===== config.mk =====
export PLATFORM = sky130hd
export DESIGN_NAME = ddsc_ctrl
export DESIGN_NICKNAME = d
export VERILOG_FILES = /design/src/ddsc_pkg.sv /design/src/ddsc_ctrl.sv
export SDC_FILE = /design/constraint.sdc
export NUM_CORES = 1
export LEC_CHECK = 0
export ABC_AREA = 0
export BUFFER_PORTS_ARGS = -buffer_cell sky130_fd_sc_hd__buf_2
export CORE_UTILIZATION = 50
export CTS_CLUSTER_DIAMETER = 120
export DETAILED_ROUTE_END_ITERATION = 8
export PLACE_DENSITY_LB_ADDON = 0.12
export SYNTH_ARGS = -nofsm -noshare
export SYNTH_HDL_FRONTEND = slang
export SYNTH_SLANG_ARGS = --single-unit

===== constraint.sdc =====
create_clock -name i_sys_clk -period 5.9 [get_ports i_sys_clk]
set_input_delay 0.885 -clock i_sys_clk [delete_from_list [all_inputs] [get_ports i_sys_clk]]
set_output_delay 0.885 -clock i_sys_clk [all_outputs]
set_load 0.05 [all_outputs]

===== src/ddsc_pkg.sv =====
// Constants and carrier types for the dual converter serial command control.
// Assumes a single 100 MHz system clock; the shift link is sampled, not clocked.
package ddsc_pkg;
  localparam int unsigned DDSC_FRAME_BITS = 24;
  localparam int unsigned DDSC_DATA_W = 16;
  localparam int unsigned DDSC_SYNC_STAGES = 3;
  // Command word field positions
  localparam int unsigned DDSC_RW_POS = 23;
  localparam int unsigned DDSC_RSVD_POS = 22;
  localparam int unsigned DDSC_TGT_LSB = 19;
  localparam int unsigned DDSC_CHN_LSB = 16;
  // Target select codes
  localparam logic [2:0] DDSC_TGT_FUNC = 3'h0;
  localparam logic [2:0] DDSC_TGT_DATA = 3'h2;
  localparam logic [2:0] DDSC_TGT_CGAIN = 3'h3;
  localparam logic [2:0] DDSC_TGT_FGAIN = 3'h4;
  localparam logic [2:0] DDSC_TGT_OFFS = 3'h5;
  // Channel select codes, doubling as function-register sub-commands
  localparam logic [2:0] DDSC_CHN_A = 3'h0;
  localparam logic [2:0] DDSC_CHN_B = 3'h1;
  localparam logic [2:0] DDSC_CHN_BOTH = 3'h4;
  localparam logic [2:0] DDSC_FN_NOP = 3'h0;
  localparam logic [2:0] DDSC_FN_CTRL = 3'h1;
  localparam logic [2:0] DDSC_FN_CLEAR = 3'h4;
  localparam logic [2:0] DDSC_FN_LOAD = 3'h5;
  // Field widths and positions inside the 16 data bits
  localparam int unsigned DDSC_CG_W = 2;
  localparam int unsigned DDSC_FG_W = 6;
  localparam int unsigned DDSC_OFS_W = 8;
  localparam int unsigned DDSC_FN_W = 6;
  localparam int unsigned DDSC_FN_RDIS_POS = 0;
  // Reset values and clear codes
  localparam logic [15:0] DDSC_DATA_RST = 16'h0000;
  localparam logic [5:0] DDSC_FN_RST = 6'h00;
  localparam logic [15:0] DDSC_CLR_TWOS = 16'h0000;
  localparam logic [15:0] DDSC_CLR_BIN = 16'h0000;

  typedef struct packed {
    logic rd;
    logic rsvd;
    logic [2:0] tgt;
    logic [2:0] chn;
    logic [15:0] data;
  } ddsc_cmd_t;

  typedef struct packed {
    logic [15:0] data;
    logic [1:0] cgain;
    logic [5:0] fgain;
    logic [7:0] offs;
  } ddsc_chan_t;
endpackage


===== src/ddsc_ctrl.sv =====
// Serial command decoder and register file of a dual 16-bit converter.
// Assumes all link pins are asynchronous to i_sys_clk and are oversampled.
// Overview of operation
// [RULE1] Host enables readback output before reading
// [RULE2] Read flag set: enter read, write nothing
// [RULE3] Read picks target and channel, ignores data
// [RULE4] Next frame shifts chosen register out
// [RULE5] Host sends no-operation word to collect
// [RULE6] Fine gain returned in lowest six bits
// [RULE7] Load low while shifting: update on frame end
// [RULE8] Load high then falling: update all channels
// [RULE9] Clear falling edge forces outputs to clear
// [RULE10] Outputs stay cleared until reprogrammed
// [RULE11] Clear low at power-on loads clear value
// [RULE12] Function write, channel 100, clears outputs
// [RULE13] Word MSB is the read flag
// [RULE14] Target field selects function/data/gains/offset
// [RULE15] Channel field: A, B, both, else none
// [RULE16] 24 bits MSB first; other counts invalid
// [RULE17] Readback changes on rising shift edges
// [RULE18] Host sends reserved bit as zero
// [RULE19] Output-disable bit gates readback output
`timescale 1ns/10ps
module ddsc_ctrl #(
  parameter int unsigned FRAME_BITS = ddsc_pkg::DDSC_FRAME_BITS
) (
  input wire logic i_sys_clk,
  input wire logic i_arst_n,
  input wire logic i_shift_clk,
  input wire logic i_frame_sel_n,
  input wire logic i_shift_data_in,
  input wire logic i_output_load_n,
  input wire logic i_async_zero_n,
  input wire logic i_coding_select,
  output logic o_serial_readback_out,
  output logic o_serial_readback_oe,
  output ddsc_pkg::ddsc_chan_t o_chan_a,
  output ddsc_pkg::ddsc_chan_t o_chan_b,
  output logic [15:0] o_dac_a,
  output logic [15:0] o_dac_b,
  output logic [5:0] o_func_ctrl,
  output logic o_frame_error
);
  import ddsc_pkg::*;

  initial begin
    if (FRAME_BITS != DDSC_FRAME_BITS) $error("FRAME_BITS must match the command word width");
  end

  // Three-stage samplers; a change counts once stages two and three agree
  logic [2:0] sclk_s_q, sync_s_q, sdi_s_q, output_load_n_s_q, clr_s_q, cod_s_q;
  logic sclk_q, sync_q, output_load_n_q, clr_q, cod_q;
  always_ff @(posedge i_sys_clk or negedge i_arst_n) begin
    if (!i_arst_n) begin
      sclk_s_q <= 3'h7;
      sync_s_q <= 3'h7;
      sdi_s_q <= 3'h0;
      output_load_n_s_q <= 3'h7;
      clr_s_q <= 3'h7;
      cod_s_q <= 3'h0;
    end else begin
      sclk_s_q <= {sclk_s_q[1:0], i_shift_clk};
      sync_s_q <= {sync_s_q[1:0], i_frame_sel_n};
      sdi_s_q <= {sdi_s_q[1:0], i_shift_data_in};
      output_load_n_s_q <= {output_load_n_s_q[1:0], i_output_load_n};
      clr_s_q <= {clr_s_q[1:0], i_async_zero_n};
      cod_s_q <= {cod_s_q[1:0], i_coding_select};
    end
  end

  function automatic logic filt(input logic [2:0] s, input logic prev);
    filt = (s[1] == s[2]) ? s[2] : prev;
  endfunction

  wire sclk_d = filt(sclk_s_q, sclk_q);
  wire sync_d = filt(sync_s_q, sync_q);
  wire output_load_n_d = filt(output_load_n_s_q, output_load_n_q);
  wire clr_d = filt(clr_s_q, clr_q);
  wire cod_d = filt(cod_s_q, cod_q);

  always_ff @(posedge i_sys_clk or negedge i_arst_n) begin
    if (!i_arst_n) begin
      // Idle level of the shift clock is high; avoids a false rise after reset
      sclk_q <= 1'b1;
      sync_q <= 1'b1;
      output_load_n_q <= 1'b1;
      clr_q <= 1'b1;
      cod_q <= 1'b0;
    end else begin
      sclk_q <= sclk_d;
      sync_q <= sync_d;
      output_load_n_q <= output_load_n_d;
      clr_q <= clr_d;
      cod_q <= cod_d;
    end
  end

  wire sclk_fall = sclk_q & ~sclk_d;
  wire sclk_rise = ~sclk_q & sclk_d;
  wire frame_start = sync_q & ~sync_d;
  wire frame_end = ~sync_q & sync_d;
  wire in_frame = ~sync_q;
  wire output_load_n_fall = output_load_n_q & ~output_load_n_d;
  wire clr_fall = clr_q & ~clr_d;

  // Shift register and edge counter
  logic [23:0] shift_q;
  logic [5:0] bitcnt_q;
  logic output_load_n_frame_low_q;
  wire [5:0] frame_bits_c = 6'(FRAME_BITS);
  wire bit_take = in_frame & sclk_fall;
  always_ff @(posedge i_sys_clk or negedge i_arst_n) begin
    if (!i_arst_n) begin
      shift_q <= 24'h000000;
      bitcnt_q <= 6'h00;
      output_load_n_frame_low_q <= 1'b0;
    end else if (frame_start) begin
      bitcnt_q <= 6'h00;
      output_load_n_frame_low_q <= 1'b0;
    end else if (bit_take) begin
      shift_q <= {shift_q[22:0], sdi_s_q[2]}; // [RULE16]
      if (bitcnt_q != 6'h3f) bitcnt_q <= bitcnt_q + 6'h01;
      output_load_n_frame_low_q <= output_load_n_frame_low_q | ~output_load_n_q;
    end else if (in_frame && !output_load_n_q) begin
      output_load_n_frame_low_q <= 1'b1;
    end
  end

  // Decode of the completed word
  ddsc_cmd_t cmd;
  assign cmd = ddsc_cmd_t'(shift_q);
  wire frame_ok = frame_end & (bitcnt_q == frame_bits_c); // [RULE16]
  wire is_read = cmd.rd; // [RULE13]
  wire do_write = frame_ok & ~is_read; // [RULE2]
  // [RULE15]
  wire sel_a = (cmd.chn == DDSC_CHN_A) | (cmd.chn == DDSC_CHN_BOTH);
  wire sel_b = (cmd.chn == DDSC_CHN_B) | (cmd.chn == DDSC_CHN_BOTH);
  wire tgt_func = cmd.tgt == DDSC_TGT_FUNC; // [RULE14]
  wire wr_data = do_write & (cmd.tgt == DDSC_TGT_DATA);
  wire wr_cg = do_write & (cmd.tgt == DDSC_TGT_CGAIN);
  wire wr_fg = do_write & (cmd.tgt == DDSC_TGT_FGAIN);
  wire wr_of = do_write & (cmd.tgt == DDSC_TGT_OFFS);
  wire wr_fn = do_write & tgt_func & (cmd.chn == DDSC_FN_CTRL);
  wire sw_clear = do_write & tgt_func & (cmd.chn == DDSC_FN_CLEAR); // [RULE12]
  wire sw_load = do_write & tgt_func & (cmd.chn == DDSC_FN_LOAD);
  wire ind_load = wr_data & output_load_n_frame_low_q; // [RULE7]
  wire all_load = output_load_n_fall & sync_q | sw_load; // [RULE8]
  wire clear_ev = clr_fall | sw_clear; // [RULE9]
  wire [15:0] clr_code = cod_q ? DDSC_CLR_BIN : DDSC_CLR_TWOS;

  // Function control bits; output-disable bit resets to 0, so readback output defaults to enabled
  logic [5:0] func_q;
  always_ff @(posedge i_sys_clk or negedge i_arst_n) begin
    if (!i_arst_n) func_q <= DDSC_FN_RST;
    else if (wr_fn) func_q <= cmd.data[DDSC_FN_W-1:0];
  end

  // Per-channel input registers and outputs
  ddsc_chan_t chan_q [2];
  logic [15:0] dac_q [2];
  logic por_chk_q;
  wire [1:0] sel_v = {sel_b, sel_a};
  genvar g;
  generate
    for (g = 0; g < 2; g++) begin : g_chan
      always_ff @(posedge i_sys_clk or negedge i_arst_n) begin
        if (!i_arst_n) begin
          chan_q[g] <= '0;
        end else if (sel_v[g]) begin
          if (wr_data) chan_q[g].data <= cmd.data;
          if (wr_cg) chan_q[g].cgain <= cmd.data[DDSC_CG_W-1:0];
          if (wr_fg) chan_q[g].fgain <= cmd.data[DDSC_FG_W-1:0];
          if (wr_of) chan_q[g].offs <= cmd.data[DDSC_OFS_W-1:0];
        end
      end
      // Clear takes priority; held until a later load reprograms the output
      always_ff @(posedge i_sys_clk or negedge i_arst_n) begin
        if (!i_arst_n) dac_q[g] <= DDSC_DATA_RST;
        else if (clear_ev || (por_chk_q && !clr_q)) dac_q[g] <= clr_code; // [RULE9] [RULE11]
        else if (all_load) dac_q[g] <= chan_q[g].data; // [RULE8] [RULE10]
        else if (ind_load && sel_v[g]) dac_q[g] <= cmd.data; // [RULE7]
      end
    end
  endgenerate

  // Power-on clear check once the clear pin has been sampled stably
  logic [2:0] por_cnt_q;
  always_ff @(posedge i_sys_clk or negedge i_arst_n) begin
    if (!i_arst_n) begin
      por_cnt_q <= 3'h0;
      por_chk_q <= 1'b0;
    end else begin
      if (por_cnt_q != 3'h5) por_cnt_q <= por_cnt_q + 3'h1;
      por_chk_q <= (por_cnt_q == 3'h4);
    end
  end

  // Readback selection
  function automatic logic [15:0] rd_sel(input logic [2:0] t, input ddsc_chan_t c,
                                         input logic [5:0] f);
    case (t)
      DDSC_TGT_FUNC: rd_sel = {10'h000, f};
      DDSC_TGT_DATA: rd_sel = c.data;
      DDSC_TGT_CGAIN: rd_sel = {14'h0000, c.cgain};
      DDSC_TGT_FGAIN: rd_sel = {10'h000, c.fgain}; // [RULE6]
      DDSC_TGT_OFFS: rd_sel = {8'h00, c.offs};
      default: rd_sel = 16'h0000;
    endcase
  endfunction

  // Channel B only when the read names B alone; [RULE3]
  wire [15:0] rd_word = rd_sel(cmd.tgt, (cmd.chn == DDSC_CHN_B) ? chan_q[1] : chan_q[0], func_q);

  // Readback word armed by a valid read, shifted on the next frame
  logic [23:0] rb_q;
  logic rb_arm_q;
  logic sdo_q;
  always_ff @(posedge i_sys_clk or negedge i_arst_n) begin
    if (!i_arst_n) begin
      rb_q <= 24'h000000;
      rb_arm_q <= 1'b0;
      sdo_q <= 1'b0;
    end else if (frame_ok && is_read) begin
      rb_q <= {8'h00, rd_word}; // [RULE2] [RULE3]
      rb_arm_q <= 1'b1;
    end else if (frame_end) begin
      rb_arm_q <= 1'b0;
      rb_q <= 24'h000000;
    end else if (frame_start) begin
      sdo_q <= rb_q[23];
    end else if (in_frame && sclk_rise && bitcnt_q != 6'h00) begin
      // First bit is presented at frame start; later bits on rising edges
      rb_q <= {rb_q[22:0], 1'b0}; // [RULE4] [RULE17]
      sdo_q <= rb_q[22];
    end
  end

  // Drive enable follows frame select and the disable bit
  logic oe_q;
  logic err_q;
  always_ff @(posedge i_sys_clk or negedge i_arst_n) begin
    if (!i_arst_n) begin
      oe_q <= 1'b0;
      err_q <= 1'b0;
    end else begin
      oe_q <= ~sync_d & ~func_q[DDSC_FN_RDIS_POS]; // [RULE19]
      if (frame_end) err_q <= ~frame_ok; // [RULE16]
    end
  end

  assign o_serial_readback_out = sdo_q;
  assign o_serial_readback_oe = oe_q;
  assign o_chan_a = chan_q[0];
  assign o_chan_b = chan_q[1];
  assign o_dac_a = dac_q[0];
  assign o_dac_b = dac_q[1];
  assign o_func_ctrl = func_q;
  assign o_frame_error = err_q;
endmodule


; Word level (Yosys, flattened, before mapping)
; Cells that the tools add are included.
[classes]
addsub = 2
n_eq_ne = 16
mux = 24
n_bitwise = 38
n_reduce_logical = 32
[ops]
columns = op, count
row1 = 16-bit two-way mux, 6
row2 = 24-bit two-way mux, 4
row3 = 16-bit one-hot mux with 5 select lines, 1
row4 = 32-bit two-way mux, 1
row5 = 2-bit AND reduction, 11
row6 = 1-bit bitwise AND, 20
row7 = 6-bit two-way mux, 3
row8 = "3-bit equality test, second input constant", 5
row9 = 1-bit NOT, 13
row10 = 3-bit nonzero test, 4
row11 = 1-bit two-way mux, 9
row12 = 1-bit logical AND, 7
row13 = "6-bit by 1-bit adder with 6-bit output, second input constant", 1
row14 = "3-bit by 2-bit equality test with 1-bit output, second input constant", 2
row15 = "6-bit by 5-bit equality test with 1-bit output, second input constant", 1
row16 = 3-bit logical NOT, 2
row17 = "6-bit != test, second input constant", 1
row18 = 2-bit nonzero test, 3
row19 = 6-bit nonzero test, 1
row20 = 1-bit OR, 5
row21 = 1-bit equality test, 4
row22 = "3-bit by 1-bit adder with 3-bit output, second input constant", 1
row23 = "3-bit by 1-bit equality test with 1-bit output, second input constant", 1
row24 = "3-bit by 1-bit != test with 1-bit output, second input constant", 1
row25 = 4 further kinds, 5
[word_totals]
reg_bits = 183
in_bits = 8
output_inout_bits = 105
word_cells = 141

; Logic depth before layout (Yosys ltp)
; Gate-level depths: netlist of run 1.
[logic_depth]
depth_word = 11
mapped_depth = 8
ltp_nobuf = 6

; Worst setup path after synthesis of run 1
; OpenSTA, ideal clock, no wires.
[synth_timing]
path_type = reg-to-reg
startpoint = register bitcnt_q[0]
endpoint = register chan_q, in the netlist o_chan_b[22]
setup_time_ns = 0.125
arrival_time_ns = 2.044
required_ns = 5.775
path_slack_ns = 3.731
stages_incl_launch_ff = 8
path_buffers = 1
period_less_slack_ns = 2.169
cell_sequence = dfrtp_1 -> inv_1 -> ha_1 -> nor3b_1 -> nand4b_1 -> nor2_2 -> buf_2 -> mux2_2
[synth_via]
elab_chain_cells = 5
[synth_lines]
columns = item, line_no
row1 = "start, declared", ddsc_ctrl.sv:108  ; logic [5:0] bitcnt_q;
row2 = "start signal, assigned", ddsc_ctrl.sv:122  ; if (bitcnt_q != 6'h3f) bitcnt_q <= bitcnt_q + 6'h01;
row3 = 6-bit by 5-bit equality test with 1-bit output, ddsc_ctrl.sv:132  ; wire frame_ok = frame_end & (bitcnt_q == frame_bits_c);
row4 = 1-bit bitwise AND, ddsc_ctrl.sv:132
row5 = 1-bit bitwise AND, ddsc_ctrl.sv:134  ; wire do_write = frame_ok & ~is_read;
row6 = 1-bit bitwise AND, ddsc_ctrl.sv:139  ; wire wr_data = do_write & (cmd.tgt == DDSC_TGT_DATA);
row7 = 2-bit AND reduction (no line), --
row8 = "end, declared", ddsc_ctrl.sv:159  ; ddsc_chan_t chan_q [2];
; No other way between the ends.
; A chain may end at the register's enable or synchronous reset.

; Final worst setup path of run 1
[layout_timing]
startpoint = register sync_s_q[1]
endpoint = register chan_q, in the netlist o_chan_b[17]
[layout_via]
elab_chain_cells = 7
[layout_lines]
columns = item, line_no
row1 = "start, declared", ddsc_ctrl.sv:51  ; logic [2:0] sclk_s_q, sync_s_q, sdi_s_q, output_load_n_s_q, clr_s_q, cod_s_q;
row2 = "start signal, assigned", ddsc_ctrl.sv:63  ; sync_s_q <= {sync_s_q[1:0], i_frame_sel_n};
row3 = 1-bit equality test, ddsc_ctrl.sv:72  ; filt = (s[1] == s[2]) ? s[2] : prev;
row4 = 1-bit two-way mux, ddsc_ctrl.sv:72
row5 = 1-bit bitwise AND, ddsc_ctrl.sv:101  ; wire frame_end = ~sync_q & sync_d;
row6 = 1-bit bitwise AND, ddsc_ctrl.sv:132
row7 = 1-bit bitwise AND, ddsc_ctrl.sv:134
row8 = 1-bit bitwise AND, ddsc_ctrl.sv:139
row9 = 2-bit AND reduction (no line), --
; No other way between the ends.

==> results of run 1 <==
==> placed cells by master, fill, tap and decap left out, drive strengths merged, types with 3 or more instances in the layout <==
cell        n
and2        3
dfstp      16
nand2      93
mux2i      30
nor4b       5
dfrtp     167
mux4        3
buf       123
nor2       18
a2bb2oi    10
a211oi     21
maj3        4
nand3b      3
or3         3
nor4bb      6
a21oi      49
or3b        3
clkinvlp    5
ha          5
o21ai      39
a311oi     16
xnor2       6
nand4       4
clkbuf     18
o22ai       4
mux2       85
clkinv      3
o21a        3
nand4b      3
nor3b       6
inv        13
nand3      35
==> final cells by class <==
type                            count  area [sq um]  share of cell area (%)
Clock buffer                       18           439                    4.52
Clock inverter                     14           140                    1.44
Inverter                            8          30.0                   0.309
Multi-Input combinational cell    488          3580                    36.8
Sequential cell                   183          4600                    47.3
Tap cell                          220           275                    2.83
Timing Repair Buffer              123           652                    6.71
==> registers in the layout (all words and copies together), names as in the netlist, 3 cells and up <==
register,flops
o_chan_a,32
o_chan_b,32
cmd,24
rb_q,24
o_dac_a,16
o_dac_b,16
bitcnt_q,6
o_func_ctrl,6
clr_s_q,3
output_load_n_s_q,3
por_cnt_q,3
sclk_s_q,3
sdi_s_q,3
sync_s_q,3
==> power breakdown <==
part | switching, uW | internal, uW | leakage [uW] | total [uW]
clock | 518 | 603 | 0.000268 | 1120
sequential | 85.7 | 1330 | 0.00243 | 1420
combinational | 214 | 96.3 | 0.00206 | 311
total | 818 | 2030 | 0.00476 | 2850
==> routing by layer <==
layer | GRT usage (%) | part of all wire [%] | up-vias
li1 | - | - | 2848
met1 | 37.0 | 45 | 3237
met2 | 41.3 | 47 | 194
met3 | 5.34 | 5.5 | 25
met4 | 8.27 | 1.7 | 0
met5 | 0 | 0 | -
==> cells by family after synthesis <==
logic type / share of synthesized area [%]
fa+ha+maj: 1.21
simple gates: 12.9
mux: 15.7
buf+inv: 3.30
compound gates: 11.9
xor+xnor: 0.622
flops: 54.4
==> per-stage QoR <==
stage	worst slack, ns	util [%]	cell area (sq um)	hold WS (ns)	total power, uW
after floorplan	3.73	-	8450	0.331	1640
after global placement	2.93	55.3	9140	0.338	1740
after detailed placement	2.92	55.3	9140	0.340	1750
after CTS	2.88	58.8	9720	0.358	2860
after global routing	2.70	58.8	9720	0.359	2950
final	2.83	58.8	9720	0.356	2850
==> cell usage after synthesis (8+ instances only) <==
| library cell | instances |
|---|---|
| dfrtp_1 | 167 |
| nand2_1 | 92 |
| mux2_2 | 85 |
| a21oi_1 | 49 |
| o21ai_0 | 39 |
| nand3_1 | 34 |
| clkbuf_1 | 33 |
| mux2i_1 | 30 |
| a211oi_1 | 21 |
| nor2_1 | 17 |
| a311oi_1 | 16 |
| dfstp_2 | 16 |
| buf_2 | 15 |
| a2bb2oi_1 | 10 |
| inv_1 | 8 |
==> worst paths after layout <==
check | from | to | slack, ns | cells past startpoint
setup reg to reg | sync_s_q[1] | o_chan_b[17] | 2.83 | 4
max in group asynchronous | i_arst_n | cmd[17] | 4.17 | 2
hold reg to reg | output_load_n_s_q[0] | output_load_n_s_q[1] | 0.36 | 0
hold / removal | output_load_n_s_q[0] | output_load_n_s_q[1] | 0.36 | 0
min in group asynchronous | i_arst_n | output_load_n_frame_low_q | 0.43 | 1
setup / recovery | sync_s_q[1] | o_chan_b[17] | 2.83 | 4
==> flow_metrics.env, run 1 <==
export IMPL_status="complete, no violations"
export IMPL_place_inst=1022
export IMPL_grt_pass1_vias=6210
export IMPL_grt_max_degree=71
export IMPL_drv_cap=0
export IMPL_vias=6304
export IMPL_worstPathRequired_ns=6.22
export IMPL_synth_edf_count=0
export IMPL_path_class="register to register"
export IMPL_dr_pass1_iters=5
export IMPL_rsz0062_at_grt="no"
export IMPL_skew_ns=0.00890
export IMPL_core_area_sq_um=16500
export IMPL_finalSetupViolCount=0
export IMPL_drive_gt1_share_pct=33.3
export IMPL_nNetsFinal=834
export IMPL_dp_hpwl_mm=14.3
export IMPL_num_antenna_cells=0
export IMPL_synthTopCellsByArea="dfrtp_1 49%, mux2_2 11%, dfstp_2 5.0%, nand2_1 4.1%, mux2i_1 3.6%"
export IMPL_critical_path_peak_fanout=18
export IMPL_fmax_mhz=326
export IMPL_cts_tree="yes"
export IMPL_ys_warn_count=0
export IMPL_postCtsHoldBufs=0
export IMPL_setup_worst_path_end_class="register"
export IMPL_tightest_slew_ns=1.07
export IMPL_port_buffers=111
export IMPL_ys_types=68
export IMPL_clk_insertion_delay_late_ns=0.43
export IMPL_slowest_delay_ns=0.92
export IMPL_dieArea_sq_um=17400
export IMPL_rows=47
export IMPL_drtIter0Drc=420
export IMPL_path_clk_slew_ns=0.07
export IMPL_syn_inst=734
export IMPL_drc=0
export IMPL_cp_start_kind="register"
export IMPL_yosysSeqAreaShare_pct=54.4
export IMPL_wl_per_cell_microns=20.8
export IMPL_synth_seq_cells=183
export IMPL_gr_usage_all_layers_pct=26.4
export IMPL_clock_sinks=183
export IMPL_htree_levels=4
export IMPL_io_pins=113
export IMPL_post_route_period_util_pct=52.0
export IMPL_antenna_found_initial=0
export IMPL_cts_root_buf="clkbuf_16"
export IMPL_powerDensity_nw_per_um2=293
export IMPL_synthArstFlopShare_pct=100
export IMPL_n_fill_cell=1361
export IMPL_die_h_microns=132
export IMPL_routed_wl_mm=21.9
export IMPL_syn_to_final_growth_pct=15.0
export IMPL_cts_resized_gates=0
export IMPL_synth_top_cell_area_share_pct=49.5
export IMPL_via_per_inst=5.98
export IMPL_crit_family="simple AND/OR/NAND/NOR gates"
export IMPL_overflow=0
export IMPL_hold_violations=0
export IMPL_p_leak_uw=0.00476
export IMPL_critPathBufInv=0
export IMPL_cts_buffer_depth=2
export IMPL_grt_pass1_wl_mm=35.4
export IMPL_slew_viol_final=0
export IMPL_cts_setup_buffers=0
export IMPL_start_util_pct=51.1
export IMPL_slew_limit_headroom_pct=28.4
export IMPL_die_w_microns=132
export IMPL_gp_congestion=0.817
export IMPL_detail_route_antenna_nets=0
export IMPL_cp_slowest_cell="nor2_2"
export IMPL_layout_cells_non_filler=1054
export IMPL_netlist_area_sq_um=8450
export IMPL_cts_buffers=17
export IMPL_synth_top_cell_by_area="dfrtp_1"
export IMPL_fin_crit_ns=3.07
export IMPL_synth_area_per_cell_sq_um=11.5
export IMPL_syn_nets=747
export IMPL_arrival_ns=3.38
export IMPL_worstHoldPathType="register to register"
export IMPL_peakVddDrop_mv=0.201
export IMPL_path_cells="and3b_1, nand4b_1, nor2_2, mux2_2"
export IMPL_ys_flop_type="dfrtp_1"
export IMPL_finalSetupTns_ns=0
Power figures use the tool's default switching activity.
==> inputs of run 2 (changes only) <==
==> constraint.sdc (replaced) <==
create_clock -name i_sys_clk -period 3.2 [get_ports i_sys_clk]
set_input_delay 0.48 -clock i_sys_clk [delete_from_list [all_inputs] [get_ports i_sys_clk]]
set_output_delay 0.48 -clock i_sys_clk [all_outputs]
set_load 0.05 [all_outputs]
==> run 2 against run 1 <==
  * Setup slack worse by 2.2 ns
  * Sequential power grew 84%
  * Routed wire length rose by 1.1%
  * Die area unchanged
  * Core utilization is 0.36 points higher
  * Maximum frequency rose by 18%
  * Cell area up 0.62%
  * Critical path type unchanged
==> flow_metrics.env, run 2 (synthesis results as in run 1) <==
export IMPL_cts_buffer_depth=2
export IMPL_post_route_period_util_pct=81.6
export IMPL_stdcell_area_sq_um=9780
export IMPL_gp_congestion=0.824
export IMPL_drc=0
export IMPL_r2r_end="o_dac_b[1]"
export IMPL_worstRegToRegCells=4
export IMPL_setup_worst_path_end_class="register"
export IMPL_cts_resized_gates=0
export IMPL_die_w_microns=132
export IMPL_drtIter0Drc=520
export IMPL_rows=47
export IMPL_slew_limit_headroom_pct=9.84
export IMPL_grt_max_degree=89
export IMPL_pwr_share_seq_pct=51.0
export IMPL_via_per_inst=6.01
export IMPL_layout_cells_non_filler=1064
export IMPL_cts_root_buf="clkbuf_16"
export IMPL_path_clk_slew_ns=0.07
export IMPL_final_cell_mix="167 x dfrtp_1, 110 x buf_2, 92 x nand2_1"
export IMPL_cp_start_kind="register"
export IMPL_grt_pass1_wl_mm=35.5
export IMPL_hold_violations=0
export IMPL_finalSetupTns_ns=0
export IMPL_die_h_microns=132
export IMPL_grt_pass1_vias=6255
export IMPL_drive_gt1_share_pct=33.9
export IMPL_status="complete, no violations"
export IMPL_switchingPower_uw=1460
export IMPL_clk_insertion_delay_late_ns=0.44
export IMPL_combPwrFrac_pct=11.4
export IMPL_htree_levels=4
export IMPL_cts_setup_buffers=0
export IMPL_final_common_cell="dfrtp_1"
export IMPL_syn_to_final_growth_pct=15.7
export IMPL_peakVddDrop_mv=0.405
export IMPL_tightest_slew_ns=1.35
export IMPL_detail_route_antenna_nets=0
export IMPL_critical_path_peak_fanout=32
export IMPL_r2r_start="cmd[23]"
export IMPL_core_area_sq_um=16500
export IMPL_place_inst=1033
export IMPL_overflow=0
export IMPL_num_antenna_cells=0
export IMPL_finalSetupViolCount=0
export IMPL_powerDensity_nw_per_um2=524
export IMPL_drv_cap=0
export IMPL_place_area_sq_um=9240
export IMPL_antenna_found_initial=0
export IMPL_postCtsHoldBufs=0
export IMPL_fin_crit_ns=2.61
export IMPL_port_buffers=111
export IMPL_dieArea_sq_um=17400
export IMPL_worstPathRequired_ns=3.43
export IMPL_slew_viol_final=0
export IMPL_worstHoldPathType="input port to async pin"
export IMPL_sw_frac_of_total_pct=28.4
export IMPL_clock_sinks=183
export IMPL_vias=6395
export IMPL_cts_tree="yes"
export IMPL_io_pins=113
export IMPL_wl_per_cell_microns=20.9
export IMPL_reg2reg_setup_slack_ns=0.59
export IMPL_fmax_mhz=383
export IMPL_skew_ns=0.00935
export IMPL_path_class="register to register"
export IMPL_rsz0062_at_grt="no"
export IMPL_cts_buffers=17
export IMPL_start_util_pct=51.1
export IMPL_gr_usage_all_layers_pct=26.5
export IMPL_p_leak_uw=0.00481
export IMPL_p_clk_share_pct=37.7
export IMPL_routed_wl_mm=22.2
export IMPL_dr_pass1_iters=5
export IMPL_nNetsFinal=845
export IMPL_arrival_ns=2.84
export IMPL_dp_hpwl_mm=14.5
export IMPL_intPower_uw=3670
run 2: cell types whose count changed in the layout (fill, tap and decap cells not counted), sizes merged:
cell / change
buf: +11
bufinv: -1
inv: -3
clkinv: +2
clkinvlp: -1
clkbuf: +2
run 2: worst max-delay path: stages, from the launching register on:
cell and delay (ns):
dfrtp_1 0.64, and4bb_2 0.32, nand4_1 0.14, and2_1 1.05
a311oi_1 0.24
run 2: area by class of cell:
| cell class | count | area, sq um |
|---|---|---|
| Multi-Input combinational cell | 488 | 3580 |
| Fill cell | 1393 | 6750 |
| Clock inverter | 11 | 75.1 |
| Inverter | 8 | 30.0 |
| Clock buffer | 20 | 457 |
| Sequential cell | 183 | 4600 |
| Tap cell | 220 | 275 |
| Timing Repair Buffer | 134 | 759 |
run 2: worst max-delay path by stage:
stage / to / startpoint / slack (ns)
global route: o_dac_b[1] / cmd[23] / 0.47
finish: o_dac_b[1] / cmd[23] / 0.59
floorplan: o_chan_b[22] / bitcnt_q[0] / 1.03
CTS: o_dac_b[1] / cmd[23] / 0.64
detailed placement: o_dac_b[10] / cmd[23] / 0.62
global placement: o_dac_b[11] / cmd[23] / 0.71
run 2: metal layers:
layer / global-route usage, % / vias up / routed length [microns]
met3: 5.46 / 40 / 1350
li1: - / 2877 / -
met4: 9.50 / 0 / 463
met1: 36.3 / 3237 / 9680
met5: 0 / - / 0
met2: 42.1 / 241 / 10700
run 2: power by group through the flow:
stage          combinational, uW  clock [uW]  sequential [uW]
2_1_floorplan                288           0             2730
3_3_place_gp                 570           0             2650
3_5_place_dp                 585           0             2650
4_1_cts                      587        1960             2610
5_1_grt                      626        2050             2630
6_report                     582        1930             2610
run 2: through the flow:
stage               utilization (%)  total power (uW)  hold WS [ns]  setup slack, ns
global placement               55.9              3220         0.337            0.708
detailed placement             55.9              3240         0.347            0.621
CTS                            59.2              5150         0.130            0.635
finish                         59.2              5120         0.117            0.590
global route                   59.2              5310         0.123            0.469
floorplan                         -              3020         0.184             1.03
==> inputs of run 3 (changes only) <==
==> constraint.sdc (replaced) <==
create_clock -name i_sys_clk -period 2.3 [get_ports i_sys_clk]
set_input_delay 0.345 -clock i_sys_clk [delete_from_list [all_inputs] [get_ports i_sys_clk]]
set_output_delay 0.345 -clock i_sys_clk [all_outputs]
set_load 0.05 [all_outputs]
==> run 3 against run 2 <==
  * Core utilization increased by 2.5 points
  * Global-route usage increased by 0.89 points
  * Non-clock buffer count increased by 29
  * Power increased by 47%
  * Sequential cell count unchanged
  * Critical path depth increased by 3
  * Combinational power increased by 51%
  * Routed wire length increased by 2.1%
  * Sequential power increased by 39%
  * Maximum frequency increased by 18%
  * Clock skew decreased by 0.0014 ns
  * Sequential share of layout area decreased by 1.9 points
  * Critical path type unchanged
==> flow_metrics.env, run 3 (synthesis results as in run 1) <==
export IMPL_intPower_uw=5500
export IMPL_routed_wl_mm=22.6
export IMPL_critical_path_peak_fanout=8
export IMPL_sw_frac_of_total_pct=27.1
export IMPL_rows=47
export IMPL_p_clk_share_pct=40.3
export IMPL_skew_ns=0.00796
export IMPL_fin_crit_ns=2.21
export IMPL_peakVddDrop_mv=0.502
export IMPL_cp_start_kind="register"
export IMPL_htree_levels=4
export IMPL_path_clk_slew_ns=0.07
export IMPL_num_antenna_cells=0
export IMPL_worstPathRequired_ns=2.62
export IMPL_clock_sinks=183
export IMPL_die_h_microns=132
export IMPL_worstHoldPathType="input port to register"
export IMPL_status="complete, no violations"
export IMPL_final_cell_mix="167 x dfrtp_1, 110 x buf_2, 92 x nand2_1"
export IMPL_r2r_start="bitcnt_q[0]"
export IMPL_final_common_cell="dfrtp_1"
export IMPL_vias=6512
export IMPL_start_util_pct=51.1
export IMPL_cp_slowest_cell="or3b_4"
export IMPL_tightest_slew_ns=0.620
export IMPL_drtIter0Drc=510
export IMPL_crit_path_end="o_chan_a[3]"
export IMPL_detail_route_antenna_nets=0
export IMPL_cts_buffer_depth=2
export IMPL_hold_violations=0
export IMPL_cts_root_buf="clkbuf_16"
export IMPL_fmax_mhz=452
export IMPL_nNetsFinal=874
export IMPL_syn_to_final_growth_pct=20.5
export IMPL_drv_cap=0
export IMPL_pwr_share_seq_pct=48.0
export IMPL_powerDensity_nw_per_um2=741
export IMPL_cp_startpoint="bitcnt_q[0]"
export IMPL_combPwrFrac_pct=11.7
export IMPL_grt_max_degree=65
export IMPL_die_w_microns=132
export IMPL_dr_pass1_iters=5
export IMPL_path_class="register to register"
export IMPL_cts_buffers=17
export IMPL_setup_worst_path_end_class="register"
export IMPL_slew_viol_final=0
export IMPL_rsz0062_at_grt="no"
export IMPL_grt_pass1_wl_mm=36.9
export IMPL_switchingPower_uw=2050
export IMPL_worstRegToRegCells=7
export IMPL_reg2reg_setup_slack_ns=0.09
export IMPL_wl_per_cell_microns=20.7
export IMPL_p_leak_uw=0.00503
export IMPL_cts_tree="yes"
export IMPL_io_pins=113
export IMPL_antenna_found_initial=0
export IMPL_final_core_util_pct=61.6
export IMPL_drive_gt1_share_pct=36.3
export IMPL_finalSetupViolCount=0
export IMPL_via_per_inst=5.95
export IMPL_dieArea_sq_um=17400
export IMPL_arrival_ns=2.53
export IMPL_gr_usage_all_layers_pct=27.4
export IMPL_path_cells="inv_1, ha_2, or3b_4, nor4b_4, buf_4, nand3_4, mux2_2"
export IMPL_core_area_sq_um=16500
export IMPL_slowest_delay_ns=0.43
export IMPL_dp_slack_ns=0.0190
export IMPL_post_route_period_util_pct=96.2
export IMPL_gp_congestion=0.836
export IMPL_clk_insertion_delay_late_ns=0.44
export IMPL_timing_final_ws_setup_ns=0.0883
export IMPL_grt_pass1_vias=6633
export IMPL_overflow=0
export IMPL_slew_limit_headroom_pct=58.7
export IMPL_r2r_end="o_chan_a[3]"
export IMPL_drc=0
export IMPL_dp_hpwl_mm=15.3
export IMPL_port_buffers=111
## run 3: cell types whose count changed in the layout (fill, tap and decap cells not counted), sizes merged
cell	delta
clkbuf	-1
clkinvlp	-1
inv	+2
dlygate4sd3	+5
buf	+24
bufinv	+3
clkinv	-2
## run 3: worst max-delay path: cells and delay by family (launching register included)
kind | cells | cell delay [ns]
and+or+nand+nor | 3 | 0.92
DFF | 1 | 0.38
muxes | 1 | 0.33
buffers and inverters | 2 | 0.27
adders and majority gates | 1 | 0.19
## run 3: cell type report
cell class	count	area [sq um]
sequential	183	4600
inverter	8	30.0
timing repair buffer	163	1030
multi-input combinational	488	3630
fill	1359	6340
tap	220	275
clock inverter	13	166
clock buffer	19	453
## run 3: worst min path at each step
stage	start	to	slack, ns	cells past startpoint
4_1_cts	i_shift_data_in	sdi_s_q[0]	0.007	1
5_1_grt	i_shift_data_in	sdi_s_q[0]	0.003	1
2_1_floorplan	i_arst_n	bitcnt_q[0]	0.05	0
6_report	i_shift_data_in	sdi_s_q[0]	0.02	1
3_5_place_dp	sdi_s_q[1]	sdi_s_q[2]	0.34	0
3_3_place_gp	sdi_s_q[1]	sdi_s_q[2]	0.33	0
## run 3: through the flow
step	cell area (sq um)	power (uW)	std cells	TNS (ns)	hold slack, ns
after floorplan	8450	4200	734	0	0.0494
after global placement	9450	4510	1056	0	0.334
final	10200	7550	1094	0	0.0178
after global routing	10200	7810	1094	0	0.00300
after detailed placement	9450	4550	1056	0	0.336
after CTS	10100	7600	1093	-0.0760	0.00731
## run 3: timing repair
| item | CTS | global route |
|---|---|---|
| endpoints found under the hold margin | 62 | 0 |
| hold buffers | 5 | 0 |
| endpoints found under the setup margin | 24 | 68 |
| resized for setup | 3 | 5 |
| pin swaps | 0 | 1 |
| buffers inserted | 0 | 1 |
## run 3: power by group through the flow
stage	combinational [uW]	clock, uW	sequential (uW)
2_1_floorplan	401	0	3800
3_3_place_gp	841	0	3670
6_report	880	3040	3630
5_1_grt	948	3210	3650
3_5_place_dp	869	0	3680
4_1_cts	885	3090	3620
## run 3: per-layer routing
metal | GRT usage, % | up-vias | wire, microns
li1 | - | 2921 | -
met1 | 36.5 | 3328 | 9790
met2 | 44.0 | 216 | 11000
met3 | 4.88 | 47 | 1140
met4 | 12.6 | 0 | 685
met5 | 0 | - | 0
